`src/verilog/lcd_cfg.svh`:
```
`ifndef LCD_CFG_SVH
`define LCD_CFG_SVH
// Notes on behaviour
// - Six commons, thirty-two segments, 192 segments
// - Dynamic drive, one-third bias, four levels
// - Drive levels only while supply bit set
// - DC segments act as plain port pins
// - Force-on drives on waveform on every segment but DC segments
// - Force-off drives off waveform on every segment but DC segments
// - Both clear: segments follow display memory
// - Force-on wins over force-off
// - Duty field picks 1/4, 1/5, 1/6, 1/3
// - Frame rates 42.7, 25.6, 32 Hz
// - Static select works only with half-bias option
// - Static: any common bit set gives on
// - Static: all bits clear give dynamic off
// - Static select ignored on other supply options
// - Memory F000H-F02FH, bits mapped at build time
// - Memory bit one on, zero off
// - Memory read/write, spare words general purpose

`define LCD_MEM_BASE 16'hF000
`define LCD_MEM_LAST 16'hF02F
`define LCD_MEM_WORDS 48
`define LCD_CTRL_ADDR 16'hFF60
`define LCD_DUTY_ADDR 16'hFF61
`define LCD_STATUS_ADDR 16'hFF62
`define LCD_CTRL_SUPPLY_BIT 0
`define LCD_CTRL_STATIC_BIT 1
`define LCD_CTRL_OFF_BIT 2
`define LCD_CTRL_ON_BIT 3
`define LCD_DUTY_LOW_BIT 0
`define LCD_DUTY_HIGH_BIT 1
`define LCD_CTRL_RESET 4'h0
`define LCD_DUTY_RESET 2'h0
`define LCD_SLOW_HZ 32768
`define LCD_COM_TICKS_SIX 128
`define LCD_COM_TICKS_OTHER 256
`define LCD_COMMONS_THIRD 3'h3
`define LCD_COMMONS_FOURTH 3'h4
`define LCD_COMMONS_FIFTH 3'h5
`define LCD_COMMONS_SIXTH 3'h6
`define LVL_VSS 2'h0
`define LVL_VC1 2'h1
`define LVL_VC2 2'h2
`define LVL_VC3 2'h3
`endif

```
`src/verilog/lcd_pkg.sv`:
```
package lcd_pkg;
  typedef enum logic [1:0] {
    DUTY_FOURTH = 2'h0,
    DUTY_FIFTH = 2'h1,
    DUTY_SIXTH = 2'h2,
    DUTY_THIRD = 2'h3
  } duty_e;

  typedef enum logic [1:0] {
    SUPPLY_INTERNAL = 2'h0,
    SUPPLY_EXT_THIRD_HIGH = 2'h1,
    SUPPLY_EXT_THIRD_LOW = 2'h2,
    SUPPLY_EXT_HALF = 2'h3
  } supply_option_e;

  typedef logic [1:0] level_t;

  typedef struct packed {
    logic [7:0] tick_count;
    logic [2:0] common_index;
    logic polarity;
  } divider_state_s;

  typedef struct packed {
    logic osc_meta;
    logic osc_sync;
    logic osc_prev;
    logic lcd_supply_on;
    logic static_drive_select;
    logic force_all_segments_off;
    logic force_all_segments_on;
    duty_e duty;
    logic [3:0] rdata;
    logic [11:0] com_level;
    logic [63:0] seg_level;
  } control_state_s;

  // Flat display-memory bit index for each segment and common
  function automatic logic [1535:0] default_seg_map();
    logic [1535:0] map;
    map = '0;
    for (int i = 0; i < 192; i++)
    begin
      map[i*8 +: 8] = 8'(i);
    end
    return map;
  endfunction : default_seg_map
endpackage : lcd_pkg

```
`src/verilog/lcd_frame_divider.sv`:
```
`timescale 1ns/100ps
`include "lcd_cfg.svh"

module lcd_frame_divider (
  input wire logic clk,
  input wire logic rst,
  input wire logic slow_tick,
  input wire lcd_pkg::duty_e duty,
  output logic [2:0] common_index,
  output logic polarity
);
  lcd_pkg::divider_state_s q;
  lcd_pkg::divider_state_s next_q;
  logic [7:0] last_tick;
  logic [2:0] commons;

  always_comb
  begin
    next_q = q;
    // 1/6 steps twice as fast so every duty but 1/5 and 1/4 gives 768 ticks a frame
    last_tick = (duty == lcd_pkg::DUTY_SIXTH) ? 8'(`LCD_COM_TICKS_SIX - 1) : 8'(`LCD_COM_TICKS_OTHER - 1);
    unique case (duty)
      lcd_pkg::DUTY_THIRD: commons = `LCD_COMMONS_THIRD;
      lcd_pkg::DUTY_SIXTH: commons = `LCD_COMMONS_SIXTH;
      lcd_pkg::DUTY_FIFTH: commons = `LCD_COMMONS_FIFTH;
      lcd_pkg::DUTY_FOURTH: commons = `LCD_COMMONS_FOURTH;
    endcase
    if (slow_tick)
    begin
      if (q.tick_count >= last_tick)
      begin
        next_q.tick_count = 8'h00;
        // Wrap also catches an index stranded by a duty change
        if (q.common_index >= commons - 3'h1)
        begin
          next_q.common_index = 3'h0;
          next_q.polarity = ~q.polarity;
        end
        else
        begin
          next_q.common_index = q.common_index + 3'h1;
        end
      end
      else
      begin
        next_q.tick_count = q.tick_count + 8'h01;
      end
    end
  end

  always_ff @(posedge clk)
  begin
    if (rst)
    begin
      q <= '0;
    end
    else
    begin
      q <= next_q;
    end
  end

  assign common_index = q.common_index;
  assign polarity = q.polarity;
endmodule : lcd_frame_divider

```
`src/verilog/lcd_segment_driver_control.sv`:
```
`timescale 1ns/100ps
`include "lcd_cfg.svh"

module lcd_segment_driver_control #(
  parameter lcd_pkg::supply_option_e SUPPLY_OPTION = lcd_pkg::SUPPLY_INTERNAL,
  parameter logic [15:0] DC_PAIR_MASK = 16'h0000,
  parameter logic [1535:0] SEG_MAP = lcd_pkg::default_seg_map()
) (
  input wire logic CLK,
  input wire logic RST,
  input wire logic [15:0] ADDR,
  input wire logic [3:0] WDATA,
  input wire logic WR,
  input wire logic RD,
  output logic [3:0] RDATA,
  input wire logic SLOW_OSCILLATOR,
  output logic [11:0] COMMON_OUTPUTS,
  output logic [63:0] SEGMENT_OUTPUTS,
  output logic DRIVE_VOLTAGE_LEVELS_EN
);
  lcd_pkg::control_state_s q;
  lcd_pkg::control_state_s next_q;
  logic [3:0] mem [`LCD_MEM_WORDS];
  logic [191:0] mem_flat;
  logic mem_hit;
  logic [5:0] mem_idx;
  logic slow_tick;
  logic [2:0] common_index;
  logic polarity;
  logic static_active;
  logic [11:0] com_next;
  logic [63:0] seg_next;
  logic [31:0] any_on;
  logic [31:0] cur_on;

  assign mem_hit = (ADDR >= `LCD_MEM_BASE) && (ADDR <= `LCD_MEM_LAST);
  assign mem_idx = ADDR[5:0];
  assign slow_tick = q.osc_sync & ~q.osc_prev;
  // Static only exists where the half-bias supply is fitted
  assign static_active = q.static_drive_select && (SUPPLY_OPTION == lcd_pkg::SUPPLY_EXT_HALF);

  lcd_frame_divider u_divider (
    .clk(CLK),
    .rst(RST),
    .slow_tick(slow_tick),
    .duty(q.duty),
    .common_index(common_index),
    .polarity(polarity)
  );

  // No reset: contents survive reset and must be set up by software
  always_ff @(posedge CLK)
  begin
    if (WR && mem_hit)
    begin
      mem[mem_idx] <= WDATA;
    end
  end

  generate
    for (genvar w = 0; w < `LCD_MEM_WORDS; w++)
    begin : g_flat
      assign mem_flat[w*4 +: 4] = mem[w];
    end

    // Commons: selected one gets the full swing, the rest the inner levels
    for (genvar c = 0; c < 6; c++)
    begin : g_com
      always_comb
      begin
        if (!q.lcd_supply_on)
        begin
          com_next[c*2 +: 2] = `LVL_VSS;
        end
        else if (static_active || common_index == 3'(c))
        begin
          com_next[c*2 +: 2] = polarity ? `LVL_VSS : `LVL_VC3;
        end
        else
        begin
          com_next[c*2 +: 2] = polarity ? `LVL_VC2 : `LVL_VC1;
        end
      end
    end

    for (genvar s = 0; s < 32; s++)
    begin : g_seg
      logic [5:0] bits;
      logic on;
      for (genvar c = 0; c < 6; c++)
      begin : g_bit
        assign bits[c] = mem_flat[SEG_MAP[(s*6+c)*8 +: 8]];
      end
      assign any_on[s] = |bits;
      assign cur_on[s] = (common_index < 3'h6) ? bits[common_index] : 1'b0;
      always_comb
      begin
        if (q.force_all_segments_on)
        begin
          on = 1'b1;
        end
        else if (q.force_all_segments_off)
        begin
          on = 1'b0;
        end
        else
        begin
          on = static_active ? any_on[s] : cur_on[s];
        end
        if (DC_PAIR_MASK[s/2])
        begin
          // DC pins ignore the supply bit and forcing, like a port pin
          seg_next[s*2 +: 2] = bits[0] ? `LVL_VC3 : `LVL_VSS;
        end
        else if (!q.lcd_supply_on)
        begin
          seg_next[s*2 +: 2] = `LVL_VSS;
        end
        else if (on)
        begin
          seg_next[s*2 +: 2] = polarity ? `LVL_VC3 : `LVL_VSS;
        end
        else
        begin
          seg_next[s*2 +: 2] = polarity ? `LVL_VC1 : `LVL_VC2;
        end
      end
    end
  endgenerate

  always_comb
  begin
    next_q = q;
    next_q.osc_meta = SLOW_OSCILLATOR;
    next_q.osc_sync = q.osc_meta;
    next_q.osc_prev = q.osc_sync;
    if (WR && ADDR == `LCD_CTRL_ADDR)
    begin
      next_q.lcd_supply_on = WDATA[`LCD_CTRL_SUPPLY_BIT];
      next_q.static_drive_select = WDATA[`LCD_CTRL_STATIC_BIT];
      next_q.force_all_segments_off = WDATA[`LCD_CTRL_OFF_BIT];
      next_q.force_all_segments_on = WDATA[`LCD_CTRL_ON_BIT];
    end
    if (WR && ADDR == `LCD_DUTY_ADDR)
    begin
      next_q.duty = lcd_pkg::duty_e'({WDATA[`LCD_DUTY_HIGH_BIT], WDATA[`LCD_DUTY_LOW_BIT]});
    end
    next_q.rdata = 4'h0;
    if (RD)
    begin
      if (mem_hit)
      begin
        next_q.rdata = mem[mem_idx];
      end
      else if (ADDR == `LCD_CTRL_ADDR)
      begin
        next_q.rdata = {q.force_all_segments_on, q.force_all_segments_off, q.static_drive_select,
                        q.lcd_supply_on};
      end
      else if (ADDR == `LCD_DUTY_ADDR)
      begin
        next_q.rdata = {2'h0, q.duty};
      end
      else if (ADDR == `LCD_STATUS_ADDR)
      begin
        next_q.rdata = {polarity, common_index};
      end
    end
    next_q.com_level = com_next;
    next_q.seg_level = seg_next;
  end

  always_ff @(posedge CLK)
  begin
    if (RST)
    begin
      q <= '0;
    end
    else
    begin
      q <= next_q;
    end
  end

  assign RDATA = q.rdata;
  assign COMMON_OUTPUTS = q.com_level;
  assign SEGMENT_OUTPUTS = q.seg_level;
  assign DRIVE_VOLTAGE_LEVELS_EN = q.lcd_supply_on;

  // Helper for assertions: where the last write went
  logic [5:0] wr_idx;
  logic [3:0] wr_data;
  logic wr_valid;
  always_ff @(posedge CLK)
  begin
    if (RST)
    begin
      wr_valid <= 1'b0;
      wr_idx <= 6'h00;
      wr_data <= 4'h0;
    end
    else
    begin
      wr_valid <= WR && mem_hit;
      wr_idx <= mem_idx;
      wr_data <= WDATA;
    end
  end
endmodule : lcd_segment_driver_control

```
`config.mk`:
```
export PLATFORM = sky130hd
export DESIGN_NAME = lcd_segment_driver_control
export DESIGN_NICKNAME = d
export VERILOG_FILES = /design/src/verilog/lcd_pkg.sv /design/src/verilog/lcd_frame_divider.sv /design/src/verilog/lcd_segment_driver_control.sv
export VERILOG_INCLUDE_DIRS = /design/src /design/src/verilog
export SDC_FILE = /design/constraint.sdc
export NUM_CORES = 1
export LEC_CHECK = 0
export BUFFER_PORTS_ARGS = -buffer_cell sky130_fd_sc_hd__buf_2
export CORE_MARGIN = 3
export CORE_UTILIZATION = 60
export CTS_CLUSTER_DIAMETER = 100
export DETAILED_ROUTE_END_ITERATION = 10
export HOLD_SLACK_MARGIN = 0.03
export PLACE_DENSITY_LB_ADDON = 0.15
export SLEW_MARGIN = 20
export SYNTH_ARGS = -nofsm -noshare
export SYNTH_HDL_FRONTEND = slang
export SYNTH_SLANG_ARGS = --single-unit
```
`constraint.sdc`:
```
create_clock -name CLK -period 2.8 [get_ports CLK]
set_clock_uncertainty 0.05 [all_clocks]
set_input_delay 0.7 -clock CLK [delete_from_list [all_inputs] [get_ports CLK]]
set_output_delay 0.7 -clock CLK [all_outputs]
set_load 0.03 [all_outputs]
```
; After elaboration in Yosys (flattened, before gate mapping)
; Memory sizes are Yosys's and may differ from the RTL's.
; Index checks and enable logic that the tools add are counted.
[word_totals]
ram_bits = 192
reg_bits = 101
romBits = 0
latchBits = 0
n_memories = 1
[memory_table]
columns = name, words, width, read_ports, rd_ports_with_merged_regs, write_ports, line_no
row1 = mem, 48, 4, 49, 0, 1, lcd_segment_driver_control.sv:23  ; logic [3:0] mem [`LCD_MEM_WORDS];
[classes]
eq_ne = 11
bitwise_logic = 5
multipliers = 0
magnitude_cmp = 6
n_reduce_logical = 10
n_mux = 212
addsub = 3
n_div = 0
shifts = 0
[op_table]
columns = cell, n
row1 = two-way mux 1 bit, 130
row2 = binary-select mux 1 bit (select 3 bit), 32
row3 = two-way mux 2 bit, 42
row4 = "== test 16 bit, second input constant", 3
row5 = ">= comparator 16 bit, second input constant", 1
row6 = "<= comparator 16 bit, second input constant", 1
row7 = two-way mux 4 bit, 4
row8 = two-way mux 8 bit, 2
row9 = one-hot mux 3 bit (4 select lines), 1
row10 = "adder 8 x 1 -> 8 bit, second input constant", 1
row11 = >= comparator 8 bit, 1
row12 = "== test 3 x 2 -> 1 bit, second input constant", 2
row13 = "== test 3 bit, second input constant", 2
row14 = "== test 2 bit, second input constant", 2
row15 = logical AND 1 bit, 4
row16 = "less-than comparator 3 x 4 -> 1 bit, second input constant", 1
row17 = NOT 1 bit, 4
row18 = OR reduction 2 bit, 2
row19 = "adder 3 x 1 -> 3 bit, second input constant", 1
row20 = "== test 3 x 1 -> 1 bit, second input constant", 1
row21 = >= comparator 3 bit, 1
row22 = zero test 3 bit, 1
row23 = "less-than comparator 3 bit, second input constant", 1
row24 = two-way mux 3 bit, 1
row25 = other kinds (6), 6

; Depth between registers and ports, before layout
; An unclocked memory read counts as a cell.
[depth]
ltp_word = 7
depth_mapped = 11

; Hierarchy
; From an unflattened synthesis, not the netlist that was laid out.
[unflattened]
cells_unflattened = 994
hier_area_um2 = 13335.3
[by_module_without_submodules]
columns = module, cells_per_inst, seq_area_each_um2, area_each_um2, n_inst
row1 = lcd_segment_driver_control, 917, 7046.8, 12632.1, 1
row2 = lcd_frame_divider, 77, 240.2, 703.2, 1

; Worst setup path before layout
; No wires, ideal clock.
[synth_timing]
path_kind = input-to-reg
from = input port ADDR[8]
to = memory mem[32][0], enable pin
slack_ps = 139
setup_time_ps = 329
required_time_ps = 2421
n_path_buf = 1
t_arrival_ps = 2282
cell_stages = 6
cell_sequence = or4_1 nor4b_4 and2_4 nand2b_2 buf_6 nor2_1
[synth_via]
elab_chain_cells = 5
word_cells_on_any_way = 6
classes_between = 2 x order compare / 2 x mux / 2 x reduce/logical
[synth_lines]
columns = element, line_no
row1 = start: declaration, lcd_segment_driver_control.sv:11  ; input wire logic [15:0] ADDR,
row2 = >= comparator 16 bit (no source line) or <= comparator 16 bit (tied branches), -
row3 = logical AND 1 bit (*), lcd_segment_driver_control.sv:36  ; assign mem_hit = (ADDR >= `LCD_MEM_BASE) && (ADDR <= `LCD_MEM_LAST);
row4 = logical AND 1 bit (*), -
row5 = two-way mux 1 bit (*), lcd_segment_driver_control.sv:54  ; if (WR && mem_hit)
row6 = two-way mux 1 bit (implied by the code) (*), lcd_segment_driver_control.sv:56  ; mem[mem_idx] <= WDATA;
row7 = end: declaration, lcd_segment_driver_control.sv:23
; Every way passes the cells marked *; elsewhere a longest branch is shown, timed or not.

; Final worst setup path
[layout_timing]
from = input port ADDR[8]
to = memory mem[20][2], enable pin
; The elaborated chain is that of the path after synthesis.

==> flow_summary.ini <==
[finish]
post_route_cells_drive_above_1_share = 0.293
synthToLayoutAreaGrowth_pct = 15.6
diodes = 0
nets = 1265
layout_commonest_cell = edfxtp_1
layout_common_cells = edfxtp_1, nor2_1, buf_4, buf_2
instances_no_fill = 1552
utilization = 0.711
finalInstanceArea_mm2 = 0.0162

[setup_path]
cp.arrival_ns = 2.61
cpLargestDelayFamily = simple AND/OR/NAND/NOR gates
start_kind = input pin
crit_path_end_kind = flop
rr_worst_depth = 7
r2r_slack_ns = 0.58
crit_required_ns = 2.97
timing.rr.start = u_divider.common_index[0]
slowest_delay_ns = 0.64
path_buf_inv = 1
cpMaxStageDelayCell = or4_1
timing.rr.end = SEGMENT_OUTPUTS[17]
path_class = in2reg
crit_fanout = 8
path_cells = buf_2 > or4_1 > nor4b_4 > and2_4 > nand2_1 > nor2_1

[outcome]
status = finished clean

[clocking]
cts_resized = 0
cts_max_level = 1
post_cts_buffers = 0
cts.sinks = 290
ctsHoldBuffers = 0
tritoncts = done
cts_buffers = 30
clk_latency_ns = 0.56
clockBufferDepth = 3
clk_pin_slew_ns = 0.06
root_buffer = clkbuf_16

[routing]
dr.pass1.iters = 5
vias = 9417
wl_per_cell_um = 24.0
drc = 0
ant_nets = 0
via_per_inst = 6.07
routed_wl_mm = 37.2
drt_iter0_drc = 1164

[sta]
worst_slack_ns = 0.359
tns_ns = 0
max-slew-margin-rel = 0.539
max_freq_mhz = 410
rsz0062_at_grt = no
hold_viol = 0
slew_viol_final = 0
finalSetupViolations = 0
tightest_slew_ns = 0.684
min_period_ns = 2.44
fin_crit_sh = 0.872
fin_hold_ws_ns = 0.310

[synthesis]
synth_top_area_share = 0.471
synth_warnings = 0
ys_types = 65
synth-seq-area-share = 0.571
ys_ff_latch = 290
synth_area_leaders = edfxtp_1, dfxtp_1, mux4_2, buf_4, mux2i_1
synth_edf_count = 220
syn_inst = 1079
synth_ff_type = edfxtp_1
avgSynthCellArea_um2 = 13.0
synth_top_area_cell = edfxtp_1
synthArstFlopShare = 0
synthesis.area_mm2 = 0.0140

[grt]
gr-usage-met2 = 0.476
grt_usage = 0.294
grt_start_max_net_pins = 51
grt_pass1_vias = 9273
grt_use_met1 = 0.402
gr-total-overflow = 0
grt_pass1_wl_mm = 56.6
antenna_found_initial = 1
use_met3 = 0.0629
busiest_layer = met2

[floorplanning]
die_area_mm2 = 0.0252
row_count = 55
die_x_um = 159
start_util = 0.615
fp.dieH_um = 159
core_mm2 = 0.0228
io_pins = 106

[placed_design]
placed_area_mm2 = 0.0151
port_buffers = 105
hpwl_mm = 26.0
routabilityCongestion = 0.955
post-place-ws_ns = -0.140
dp_cells = 1496

[power_and_ir_drop]
leakagePower_nw = 6.04
power_density_mw_per_mm2 = 589
power.total_mw = 9.54
vdd_drop_max_mv = 0.447

[worst_hold_path]
hp-start = SLOW_OSCILLATOR
min_to = next_q[87]
holdPathStages = 2
hp-class = in2reg

[flow_run]
max_cap_violations = 0
## power breakdown
group | internal (mW) | switching (mW)
clock network | 2.77 | 1.62
logic | 0.183 | 0.293
registers | 4.66 | 0.0103
## state kept, by name, summed over array words and instances (netlist names)
signal and cells:
COMMON_OUTPUTS 12, DRIVE_VOLTAGE_LEVELS_EN 1, RDATA 4, SEGMENT_OUTPUTS 33, mem 220, next_q 2, q 6, u_divider.common_index 3
u_divider.polarity 1, u_divider.q 8
## cell usage after synthesis, types with 26 or more instances
cell	n
a21oi_1	51
buf_2	26
buf_4	87
dfxtp_1	70
edfxtp_1	220
mux2i_1	56
mux4_2	57
nand2_1	67
nor2_1	122
o21ai_0	42
xnor2_1	36
## cells by family (layout without fill, tap and decap cells)
| kind of cell | count (synthesis) | count (layout) | share of synthesized area |
|---|---|---|---|
| compound gates | 168 | 168 | 0.0770 |
| xor+xnor | 40 | 40 | 0.0250 |
| fa+ha+maj | 25 | 25 | 0.0223 |
| buf+inv | 168 | 301 | 0.0738 |
| flops | 290 | 290 | 0.571 |
| mux | 130 | 130 | 0.146 |
| other cells | 1 | 28 | 0.000268 |
| simple gates | 257 | 257 | 0.0846 |
## worst max path at each step
| stage | from | endpoint | slack (ns) | cells after the start |
|---|---|---|---|---|
| floorplan | ADDR[8] | mem[32][0] | 0.14 | 6 |
| finish | ADDR[8] | mem[20][2] | 0.36 | 6 |
| global placement | ADDR[1] | RDATA[3] | -0.08 | 8 |
| detailed placement | ADDR[8] | mem[20][0] | -0.14 | 6 |
| global route | SEGMENT_OUTPUTS[62] | SEGMENT_OUTPUTS[28] | 0.24 | 1 |
| CTS | SEGMENT_OUTPUTS[62] | SEGMENT_OUTPUTS[0] | 0.40 | 1 |
## layout make-up
class	instances	area, um^2
Multi-Input combinational cell	648	5070
Clock buffer	35	801
Sequential cell	290	8010
Tap cell	313	392
Fill cell	1530	6580
Clock inverter	21	302
Timing Repair Buffer	226	1550
Inverter	19	71.3
## metal layers
layer | wire length, um | part of all wire
met2 | 17400 | 0.47
met1 | 14300 | 0.38
met5 | 12 | 0.00032
met4 | 1420 | 0.038
met3 | 4110 | 0.11
## worst reg2reg max path, stage by stage (launching register included)
cell,delay (ns)
dfxtp_4,0.52
buf_12,0.23
mux4_2,0.51
nand2_1,0.07
o21ai_0,0.25
a21oi_1,0.27
xnor2_1,0.14
nor2_1,0.05
No activity file was read; power rests on OpenSTA's default activity.
